--- config.mk ---
export PLATFORM = sky130hd
export DESIGN_NAME = sac_conv_ctrl
export DESIGN_NICKNAME = d
export VERILOG_FILES = /design/src/design/sac_pkg.sv /design/src/design/sac_conv_ctrl.sv
export SDC_FILE = /design/constraint.sdc
export NUM_CORES = 1
export LEC_CHECK = 0
export ABC_CLOCK_PERIOD_IN_PS = 1600
export CAP_MARGIN = 20
export CORE_UTILIZATION = 45
export DETAILED_ROUTE_END_ITERATION = 7
export DONT_BUFFER_PORTS = 1
export GPL_TIMING_DRIVEN = 0
export PLACE_DENSITY_LB_ADDON = 0.3
export SETUP_SLACK_MARGIN = 0.02
export SLEW_MARGIN = 20
export SYNTH_ARGS = -nofsm -noshare
export SYNTH_HDL_FRONTEND = slang
export SYNTH_SLANG_ARGS = --single-unit
export TNS_END_PERCENT = 10
--- constraint.sdc ---
create_clock -name clk_i -period 1.6 [get_ports clk_i]
set_input_delay 0.16 -clock clk_i [delete_from_list [all_inputs] [get_ports clk_i]]
set_output_delay 0.16 -clock clk_i [all_outputs]
set_load 0.01 [all_outputs]
--- src/design/sac_pkg.sv ---
// package for the main converter control block: register map, fields, reset values
// assumes a classic wishbone slave with 32-bit data and byte addresses
package sac_pkg;

	// ********************
	// register offsets
	// ********************
	localparam logic [7:0] OFF_CTRL    = 8'h00;
	localparam logic [7:0] OFF_CONFIG  = 8'h04;
	localparam logic [7:0] OFF_RESULT  = 8'h08;
	localparam logic [7:0] OFF_WIN_LO  = 8'h0c;
	localparam logic [7:0] OFF_WIN_HI  = 8'h10;
	localparam logic [7:0] OFF_STATUS  = 8'h14;
	localparam logic [7:0] OFF_MASK    = 8'h18;
	localparam logic [7:0] OFF_BUSY    = 8'h1c;

	// ********************
	// field positions
	// ********************
	localparam int CTRL_START_BIT    = 0;
	localparam int CTRL_SHUTDOWN_BIT = 1;
	localparam int CTRL_LEFT_BIT     = 2;
	localparam int CTRL_INSIDE_BIT   = 3;
	localparam int CTRL_REF_BIT      = 4;
	localparam int CTRL_TRIG_LSB     = 8;
	localparam int CFG_CHAN_LSB      = 0;
	localparam int CFG_GAIN_LSB      = 4;
	localparam int CFG_DIFF_LSB      = 8;
	localparam int ST_DONE_BIT       = 0;
	localparam int ST_WIN_BIT        = 1;

	localparam int RES_W    = 12;
	localparam int CHAN_W   = 4;
	localparam int GAIN_W   = 3;
	localparam int PAIRS    = 4;
	localparam int NUM_CHAN = 9;

	// ********************
	// reset values
	// ********************
	localparam logic [31:0]       CTRL_RESET  = 32'h0000_0002;
	localparam logic [31:0]       CFG_RESET   = 32'h0000_0010;
	localparam logic [RES_W-1:0]  WIN_LO_RST  = 12'h000;
	localparam logic [RES_W-1:0]  WIN_HI_RST  = 12'hfff;
	localparam logic [1:0]        IRQ_RESET   = 2'h0;
	localparam logic [CHAN_W-1:0] TEMP_CHAN   = 4'h8;

	typedef enum logic [1:0] {
		TRIG_SOFT   = 2'h0,
		TRIG_TIMER2 = 2'h1,
		TRIG_TIMER3 = 2'h2,
		TRIG_EXT    = 2'h3
	} sac_trig_type;

	typedef enum logic [2:0] {
		GAIN_HALF = 3'h0,
		GAIN_1    = 3'h1,
		GAIN_2    = 3'h2,
		GAIN_4    = 3'h3,
		GAIN_8    = 3'h4,
		GAIN_16   = 3'h5
	} sac_gain_type;

	// analog front end settings, held steady for the analog core
	typedef struct packed {
		logic [CHAN_W-1:0] chan;
		logic [PAIRS-1:0]  diff;
		logic [GAIN_W-1:0] gain;
		logic              ref_dac;
		logic              shutdown;
	} sac_afe_type;

endpackage : sac_pkg

--- src/design/sac_conv_ctrl.sv ---
// control logic of the main converter: triggers, result latch, window compare, irq
// assumes the analog core answers a one-cycle start with a one-cycle done plus data
//
// Summary of operation
// - start from software, timer2, timer3 or external
// - completion sets done flag, interrupt if enabled
// - latch the result word on completion
// - software selects right or left justification
// - window compare raises interrupt inside or outside
// - repeat conversions, interrupt only on window hit
// - nine channels, one is temperature sensor
// - external pairs single-ended or differential
// - gain 0.5 to 16 in powers of two
// - shutdown stops all conversions
// - reference from pin or first dac output
//
// Local design decisions: register access over Wishbone and the register offsets.
`timescale 1ns/1ps
`default_nettype none

module sac_conv_ctrl (
	input  wire logic                   clk_i,
	input  wire logic                   rst_i,
	input  wire logic                   wb_cyc_i,
	input  wire logic                   wb_stb_i,
	input  wire logic                   wb_we_i,
	input  wire logic [7:0]             wb_adr_i,
	input  wire logic [3:0]             wb_sel_i,
	input  wire logic [31:0]            wb_dat_i,
	output logic      [31:0]            wb_dat_o,
	output logic                        wb_ack_o,
	input  wire logic                   timer2_ovf_i,
	input  wire logic                   timer3_ovf_i,
	input  wire logic                   ext_start_i,
	output logic                        conv_start_o,
	input  wire logic                   conv_done_i,
	input  wire logic [sac_pkg::RES_W-1:0] conv_data_i,
	output sac_pkg::sac_afe_type        afe_o,
	output logic                        irq_o
);

	// ********************
	// registers
	// ********************
	logic [31:0]                 ctrl;
	logic [31:0]                 cfg;
	logic [sac_pkg::RES_W-1:0]   win_lo;
	logic [sac_pkg::RES_W-1:0]   win_hi;
	logic [sac_pkg::RES_W-1:0]   result;
	logic [1:0]                  status;
	logic [1:0]                  mask;
	logic                        busy;
	logic                        ext_meta;
	logic                        ext_sync;
	logic                        ext_prev;
	logic                        soft_go;
	logic                        trig_hit;
	logic                        wr_hit;
	logic                        win_in;
	logic                        win_hit;
	logic [31:0]                 rdata;
	logic [31:0]                 next_ctrl;
	logic [31:0]                 next_cfg;
	logic [31:0]                 next_win_lo;
	logic [31:0]                 next_win_hi;
	logic [31:0]                 result_word;
	sac_pkg::sac_trig_type       trig_sel;

	function automatic logic [31:0] merge(input logic [31:0] old, input logic [31:0] nw, input logic [3:0] sel);
		logic [31:0] v;
		v = old;
		for (int i = 0; i < 4; i++) begin
			if (sel[i]) begin
				v[i*8 +: 8] = nw[i*8 +: 8];
			end
		end
		return v;
	endfunction : merge

	function automatic logic wr_at(input logic [7:0] a, input logic hit, input logic [7:0] off);
		return hit && (a == off);
	endfunction : wr_at

	// ********************
	// wishbone slave
	// ********************
	// one wait state: ack follows the request edge, dropped the cycle after
	assign wr_hit = wb_cyc_i && wb_stb_i && wb_we_i && !wb_ack_o;

	always_ff @(posedge clk_i) begin
		if (rst_i) begin
			wb_ack_o <= 1'b0;
		end else begin
			wb_ack_o <= wb_cyc_i && wb_stb_i && !wb_ack_o;
		end
	end

	always_comb begin
		unique case (wb_adr_i)
			sac_pkg::OFF_CTRL:   rdata = {ctrl[31:1], 1'b0};
			sac_pkg::OFF_CONFIG: rdata = cfg;
			sac_pkg::OFF_RESULT: rdata = result_word;
			sac_pkg::OFF_WIN_LO: rdata = {20'h0, win_lo};
			sac_pkg::OFF_WIN_HI: rdata = {20'h0, win_hi};
			sac_pkg::OFF_STATUS: rdata = {30'h0, status};
			sac_pkg::OFF_MASK:   rdata = {30'h0, mask};
			sac_pkg::OFF_BUSY:   rdata = {31'h0, busy};
			default:             rdata = 32'h0;
		endcase
	end

	always_ff @(posedge clk_i) begin
		if (rst_i) begin
			wb_dat_o <= 32'h0;
		end else if (wb_cyc_i && wb_stb_i && !wb_ack_o) begin
			wb_dat_o <= rdata;
		end
	end

	// ********************
	// control and config
	// ********************
	assign next_ctrl = merge(ctrl, wb_dat_i, wb_sel_i);
	assign next_cfg  = merge(cfg, wb_dat_i, wb_sel_i);
	// a function result cannot be sliced in place, so the merged word is held on a net first
	assign next_win_lo = merge({20'h0, win_lo}, wb_dat_i, wb_sel_i);
	assign next_win_hi = merge({20'h0, win_hi}, wb_dat_i, wb_sel_i);

	always_ff @(posedge clk_i) begin
		if (rst_i) begin
			ctrl <= sac_pkg::CTRL_RESET;
		end else if (wr_at(wb_adr_i, wr_hit, sac_pkg::OFF_CTRL)) begin
			ctrl <= {16'h0, 6'h0, next_ctrl[sac_pkg::CTRL_TRIG_LSB +: 2], 3'h0, next_ctrl[4:1], 1'b0};
		end
	end

	always_ff @(posedge clk_i) begin
		if (rst_i) begin
			cfg <= sac_pkg::CFG_RESET;
		end else if (wr_at(wb_adr_i, wr_hit, sac_pkg::OFF_CONFIG)) begin
			cfg[3:0]   <= (next_cfg[3:0] < 4'(sac_pkg::NUM_CHAN)) ? next_cfg[3:0] : cfg[3:0];
			cfg[6:4]   <= (next_cfg[6:4] <= sac_pkg::GAIN_16) ? next_cfg[6:4] : cfg[6:4];
			cfg[11:8]  <= next_cfg[11:8];
		end
	end

	always_ff @(posedge clk_i) begin
		if (rst_i) begin
			win_lo <= sac_pkg::WIN_LO_RST;
			win_hi <= sac_pkg::WIN_HI_RST;
		end else begin
			if (wr_at(wb_adr_i, wr_hit, sac_pkg::OFF_WIN_LO)) begin
				win_lo <= next_win_lo[sac_pkg::RES_W-1:0];
			end
			if (wr_at(wb_adr_i, wr_hit, sac_pkg::OFF_WIN_HI)) begin
				win_hi <= next_win_hi[sac_pkg::RES_W-1:0];
			end
		end
	end

	// analog settings go straight out of the registers
	assign afe_o.chan     = cfg[sac_pkg::CFG_CHAN_LSB +: sac_pkg::CHAN_W];
	assign afe_o.diff     = cfg[sac_pkg::CFG_DIFF_LSB +: sac_pkg::PAIRS];
	assign afe_o.gain     = cfg[sac_pkg::CFG_GAIN_LSB +: sac_pkg::GAIN_W];
	assign afe_o.ref_dac  = ctrl[sac_pkg::CTRL_REF_BIT];
	assign afe_o.shutdown = ctrl[sac_pkg::CTRL_SHUTDOWN_BIT];

	// ********************
	// trigger selection
	// ********************
	// external start is a pin: two flops, then an edge detect on the second
	always_ff @(posedge clk_i) begin
		if (rst_i) begin
			ext_meta <= 1'b0;
			ext_sync <= 1'b0;
			ext_prev <= 1'b0;
		end else begin
			ext_meta <= ext_start_i;
			ext_sync <= ext_meta;
			ext_prev <= ext_sync;
		end
	end

	assign soft_go  = wr_at(wb_adr_i, wr_hit, sac_pkg::OFF_CTRL) && wb_sel_i[0] && wb_dat_i[sac_pkg::CTRL_START_BIT];
	assign trig_sel = sac_pkg::sac_trig_type'(ctrl[sac_pkg::CTRL_TRIG_LSB +: 2]);

	always_comb begin
		unique case (trig_sel)
			sac_pkg::TRIG_SOFT:   trig_hit = soft_go;
			sac_pkg::TRIG_TIMER2: trig_hit = timer2_ovf_i;
			sac_pkg::TRIG_TIMER3: trig_hit = timer3_ovf_i;
			sac_pkg::TRIG_EXT:    trig_hit = ext_sync && !ext_prev;
		endcase
	end

	// a trigger during a conversion or in shutdown is dropped, not queued
	assign conv_start_o = trig_hit && !busy && !ctrl[sac_pkg::CTRL_SHUTDOWN_BIT];

	always_ff @(posedge clk_i) begin
		if (rst_i) begin
			busy <= 1'b0;
		end else if (conv_start_o) begin
			busy <= 1'b1;
		end else if (conv_done_i || ctrl[sac_pkg::CTRL_SHUTDOWN_BIT]) begin
			busy <= 1'b0;
		end
	end

	// ********************
	// result and window
	// ********************
	always_ff @(posedge clk_i) begin
		if (rst_i) begin
			result <= '0;
		end else if (conv_done_i && busy) begin
			result <= conv_data_i;
		end
	end

	// left justified puts the msb at bit 15 of the two result bytes
	assign result_word = ctrl[sac_pkg::CTRL_LEFT_BIT] ? {16'h0, result, 4'h0} : {20'h0, result};

	assign win_in  = (conv_data_i >= win_lo) && (conv_data_i <= win_hi);
	assign win_hit = conv_done_i && busy && (win_in == ctrl[sac_pkg::CTRL_INSIDE_BIT]);

	// ********************
	// interrupts
	// ********************
	// set beats a simultaneous write-one-to-clear
	always_ff @(posedge clk_i) begin
		if (rst_i) begin
			status <= sac_pkg::IRQ_RESET;
		end else begin
			status[sac_pkg::ST_DONE_BIT] <= (conv_done_i && busy) ||
				(status[sac_pkg::ST_DONE_BIT] &&
				!(wr_at(wb_adr_i, wr_hit, sac_pkg::OFF_STATUS) && wb_sel_i[0] && wb_dat_i[0]));
			status[sac_pkg::ST_WIN_BIT] <= win_hit ||
				(status[sac_pkg::ST_WIN_BIT] &&
				!(wr_at(wb_adr_i, wr_hit, sac_pkg::OFF_STATUS) && wb_sel_i[0] && wb_dat_i[1]));
		end
	end

	always_ff @(posedge clk_i) begin
		if (rst_i) begin
			mask <= sac_pkg::IRQ_RESET;
		end else if (wr_at(wb_adr_i, wr_hit, sac_pkg::OFF_MASK) && wb_sel_i[0]) begin
			mask <= wb_dat_i[1:0];
		end
	end

	// in background monitoring software leaves only the window bit unmasked
	assign irq_o = |(status & mask);

endmodule : sac_conv_ctrl

`default_nettype wire

-- Yosys cells after proc, flatten, opt, wreduce, memory -nomap -nowiden
Cells that the tools add are included.
W data, S select, Z words.
- eq/ne operators: 11
- mux-type cells: 6
- reduce and logical (&&, ||, !) cells: 46
- order comparisons: 4
- bitwise gates (word level): 1
- operator list (cell ; number):
    $pmux W16 S8 ; 1
    $eq A8 B5 Y1 const B ; 4
    $logic_and A1 B1 Y1 ; 24
    $reduce_and A2 Y1 ; 9
    $eq A8 B4 Y1 const B ; 2
    $mux W16 ; 1
    $ge A12 B12 Y1 ; 1
    $le A12 B12 Y1 ; 1
    $eq A8 B3 Y1 const B ; 1
    $logic_not A8 Y1 ; 1
    $mux W7 ; 1
    $logic_not A1 Y1 ; 6
    $eq A2 B2 Y1 const B ; 2
    $lt A4 B4 Y1 const B ; 1
    $pmux W1 S4 ; 1
    $le A3 B3 Y1 const B ; 1
    $logic_or A1 B1 Y1 ; 3
    $and A2 B2 Y2 ; 1
    $eq A2 B1 Y1 const B ; 1
    $logic_not A2 Y1 ; 1
    $mux W1 ; 2
    $reduce_bool A2 Y1 ; 1
    $reduce_or A2 Y1 ; 1
    $eq A1 B1 Y1 ; 1
- output and inout port bits: 48
- bits in registers: 94
- bits of input ports: 65
- word-level logic and storage cells: 86

-- Depth between registers and ports, before layout
- depth after elaboration: 10
- depth in mapped cells: 9
- depth with buffers taken out: 8

-- Least setup slack after synthesis
No wires, ideal clock.
- path type: register to output
- from: register wb_ack_o
- to: output conv_start_o
- path slack: -0.294 ns
- cell stages (with the launch flop): 9
- arrival time: 1.734 ns
- required time: 1.440 ns
- buffers on the path: 2
- cell sequence: dfxtp_1 and3b_1 and3_1 buf_2 and3_1 buf_4 a221oi_1 a311o_1 nor2_1
- longest elaborated chain between the ends: 8
- ends and longest elaborated chain (element ; RTL line ; source):
    from (decl) ; sac_conv_ctrl.sv:31 ; output logic wb_ack_o,
    from (signal assigned) ; sac_conv_ctrl.sv:94 ; wb_ack_o <= wb_cyc_i && wb_stb_i && !wb_ack_o;
    $logic_not A1 Y1 ; sac_conv_ctrl.sv:88 ; assign wr_hit = wb_cyc_i && wb_stb_i && wb_we_i && !wb_ack_o;
    $logic_and A1 B1 Y1 ; sac_conv_ctrl.sv:88 ;
    $logic_and A1 B1 Y1 ; sac_conv_ctrl.sv:81 ; return hit && (a == off);
    $logic_and A1 B1 Y1 (2 in a row) ; sac_conv_ctrl.sv:184 ; assign soft_go = wr_at(wb_adr_i, wr_hit, sac_pkg::OFF_CTRL) && wb_sel_i[0] && wb_dat_i[sac_pkg::CTRL_START_BIT ...
    $pmux W1 S4 ; sac_conv_ctrl.sv:188 ; unique case (trig_sel)
    $logic_and A1 B1 Y1 (2 in a row) ; sac_conv_ctrl.sv:197 ; assign conv_start_o = trig_hit && !busy && !ctrl[sac_pkg::CTRL_SHUTDOWN_BIT];
    to (decl) ; sac_conv_ctrl.sv:35 ; output logic conv_start_o,
Every way passes these cells.

-- Worst setup path after layout
Ends and elaborated chain as after synthesis.

==> qor.yml <==
power:
  power.leakage_nw: 1.990
  p_total_mw: 3.568
  ir_drop_mv: 0.3069
  pwr_density_cell_nw_per_um2: 682.1
timing:
  tightest_slew_ns: 0.6284
  drv_slew: 0
  setup-tns-final_ns: -2.095
  maxSlewHeadroom_pct: 58.11
  fin_crit_sh_pct: 126.7
  fin_crit_ns: 2.027
  fin_ws_ns: -0.4271
  grt_setup_unrepaired: "yes"
  hold_slack_ns: 0.01519
  hold_viol: 0
  setup_viol: 25
  fmax_mhz: 493.3
  finClkSkew_ns: 0.01024
logic_synthesis:
  synth_top_area_cell: "dfxtp_1"
  synth_area_um2: 4249
  synth_ff_type: "dfxtp_1"
  synthArstFlopShare_pct: 0
  synth_cell_types: 50
  syn_inst: 483
  synth_edf_count: 0
  synth_seq_cells: 78
  netlist_top_cells_count: "dfxtp_1, nor2_1, nand2_1, a21oi_1, mux2i_1"
  yosysMostFrequentCell: "dfxtp_1"
  avgSynthCellArea_um2: 8.797
  synth_seq_area_share_pct: 36.75
  ys_warn_count: 0
  synthTopCellsByArea: "dfxtp_1, ha_1, mux2i_1, nor2_1, buf_4"
  synth_top_area_share_pct: 36.75
routing:
  vias: 3918
  wl_met3_um: 1126
  top_layer_used: "met4"
  viasPerCell: 5.918
  wl_met1_um: 5526
  drt-pass1-iter-count: 6
  drtIter0Drc: 259
  route.met2.wl_um: 5923
  wirelength_um: 12940
  antenna_left: 0
  post_drt_wl_per_cell_um: 19.55
  route.detailed.drc: 0
worst_setup_path:
  critical_path.most_common_cell: "and3_4"
  slowest_delay_ns: 0.34
  worstPathArrival_ns: 1.87
  start_kind: "flip-flop"
  critPathRequiredTime_ns: 1.44
  cp_slowest_cell: "dfxtp_2"
  crit_chain: "and3b_2 -> and3_4 -> and3_4 -> a221oi_2 -> a311o_1 -> nor2_2"
  crit_type: "flip-flop to output port"
  end_kind: "output port"
  crit_cells: 6
  r2r_cells: 7
  cp_top_family: "simple AND/OR/NAND/NOR gates"
  path_buf_inv: 0
  critPathMaxFanout: 3
global_route:
  grt_max_degree: 14
  grt_pass1_wl_um: 19950
  grt_overflow: 0
  grt_pass1_vias: 3664
  antenna_found_initial: 0
  grt_usage_pct: 26.64
die:
  start_util_pct: 46.20
  io_pins: 113
  die_w_um: 99.17
  fp-row-count: 35
  die_h_um: 99.17
  dieArea_um2: 9835
  core_um2: 9196
clock_tree:
  cts_buffer_depth: 2
  h-tree-depth: 3
  numCtsBuffers: 9
  cts_root_buf: "clkbuf_8"
  cts_sinks: 78
  insertion_delay_ns: 0.36
  cts.clk_slew.worst_paths_ns: 0.08
  cts_tree: "done"
layout:
  stdcell_count: 662
  area_growth_pct: 23.12
  antenna_cells: 0
  finalInstanceArea_um2: 5231
  drive_above_1_share_pct: 21.42
  fin_nets: 635
  fillers: 804
placement:
  place_hpwl_um: 9330
  gp_congestion: 0.9382
  numPortBuffers: 0
  dpl_cell_area_um2: 4469
  dp.cells: 609
worst_hold_path:
  hold_path.class: "primary input to flip-flop"
  hold_path_depth: 2
job:
  maxCapViolations: 0
outcome:
  status: "finished, violations left"
  violations: "negative setup slack"
==> flip-flops by register name, summed over array words and instances, names as in the netlist <==
| register | count |
|---|---|
| wb_dat_o | 16 |
| result | 12 |
| win_hi | 12 |
| win_lo | 12 |
| cfg | 11 |
| ctrl | 6 |
| mask | 2 |
| status | 2 |
| busy | 1 |
| ext_meta | 1 |
| ext_prev | 1 |
| ext_sync | 1 |
| wb_ack_o | 1 |
==> per-layer routing <==
layer | vias to the layer above | track usage [%]
li1 | 1824 | -
met1 | 1862 | 35.35
met2 | 199 | 41.64
met3 | 33 | 6.465
met4 | 0 | 10.97
met5 | - | 0
==> area by class of cell <==
cell class / instances / area, um^2 / area share, %
clock buffer: 10 / 127.6 / 2.440
tap: 111 / 138.9 / 2.655
multi-input combinational: 345 / 2535 / 48.46
timing repair buffer: 41 / 395.4 / 7.558
sequential: 78 / 1583 / 30.26
clock inverter: 6 / 38.79 / 0.7414
buffer: 44 / 311.5 / 5.956
inverter: 27 / 101.3 / 1.937
==> path summary, 6_finish.rpt <==
kind / startpoint / slack (ns) / endpoint
worst min-delay path: conv_done_i / 0.02 / busy
worst max register to register: win_hi[2] / -0.14 / status[1]
worst max-delay path: wb_ack_o / -0.43 / conv_start_o
worst min register to register: ext_meta / 0.44 / ext_sync
==> cells by family (layout without fill, tap and decap cells) <==
group | Yosys count | after routing | synth area share (%)
simple gates | 156 | 156 | 18.67
buf+inv | 75 | 128 | 9.540
compound gates | 120 | 120 | 21.05
mux | 29 | 29 | 6.832
flops | 78 | 78 | 36.75
other cells | 1 | 16 | 0.08825
fa+ha+maj | 24 | 24 | 7.067
==> cells in the final DEF, fill, tap and decap left out, types with 4 or more instances in the layout <==
cell type      count
nor3_1             4
a21oi_2            4
ha_4               9
inv_2              7
dfxtp_2           14
nand3_1           11
conb_1            16
a22o_1            10
a22oi_1           17
a21oi_1           30
clkbuf_1          13
a311o_1            5
o2bb2ai_1          9
nand4_1            7
a211o_1           10
dlygate4sd3_1     25
a221o_1           10
buf_4             35
clkbuf_8          11
buf_6              4
and2_1             4
inv_1             20
nor2b_1           13
a211oi_2           5
dfxtp_1           63
nand2_1           44
mux2i_1           29
ha_1              15
nor2_1            50
==> where the power goes <==
group	internal [mW]	switching, mW
Clock	0.558	0.745
Sequential	1.94	0.00234
Combinational	0.148	0.173
==> through the flow <==
stage	util, %	worst slack (ns)
2_1_floorplan	-	-0.1786
3_3_place_gp	48.60	-0.4061
3_5_place_dp	48.60	-0.4034
4_1_cts	56.23	-0.5149
5_1_grt	56.88	-0.5074
6_report	56.88	-0.4271
==> what timing repair did <==
action                                  CTS  global route
endpoints found under the setup margin   60            55
gates cloned                              0             1
pin swaps                                19            18
hold buffers                             25             0
resized for setup                        55            13
buffers inserted                         11             4
endpoints found under the hold margin    54             0
(Power assumes the default switching activity.)
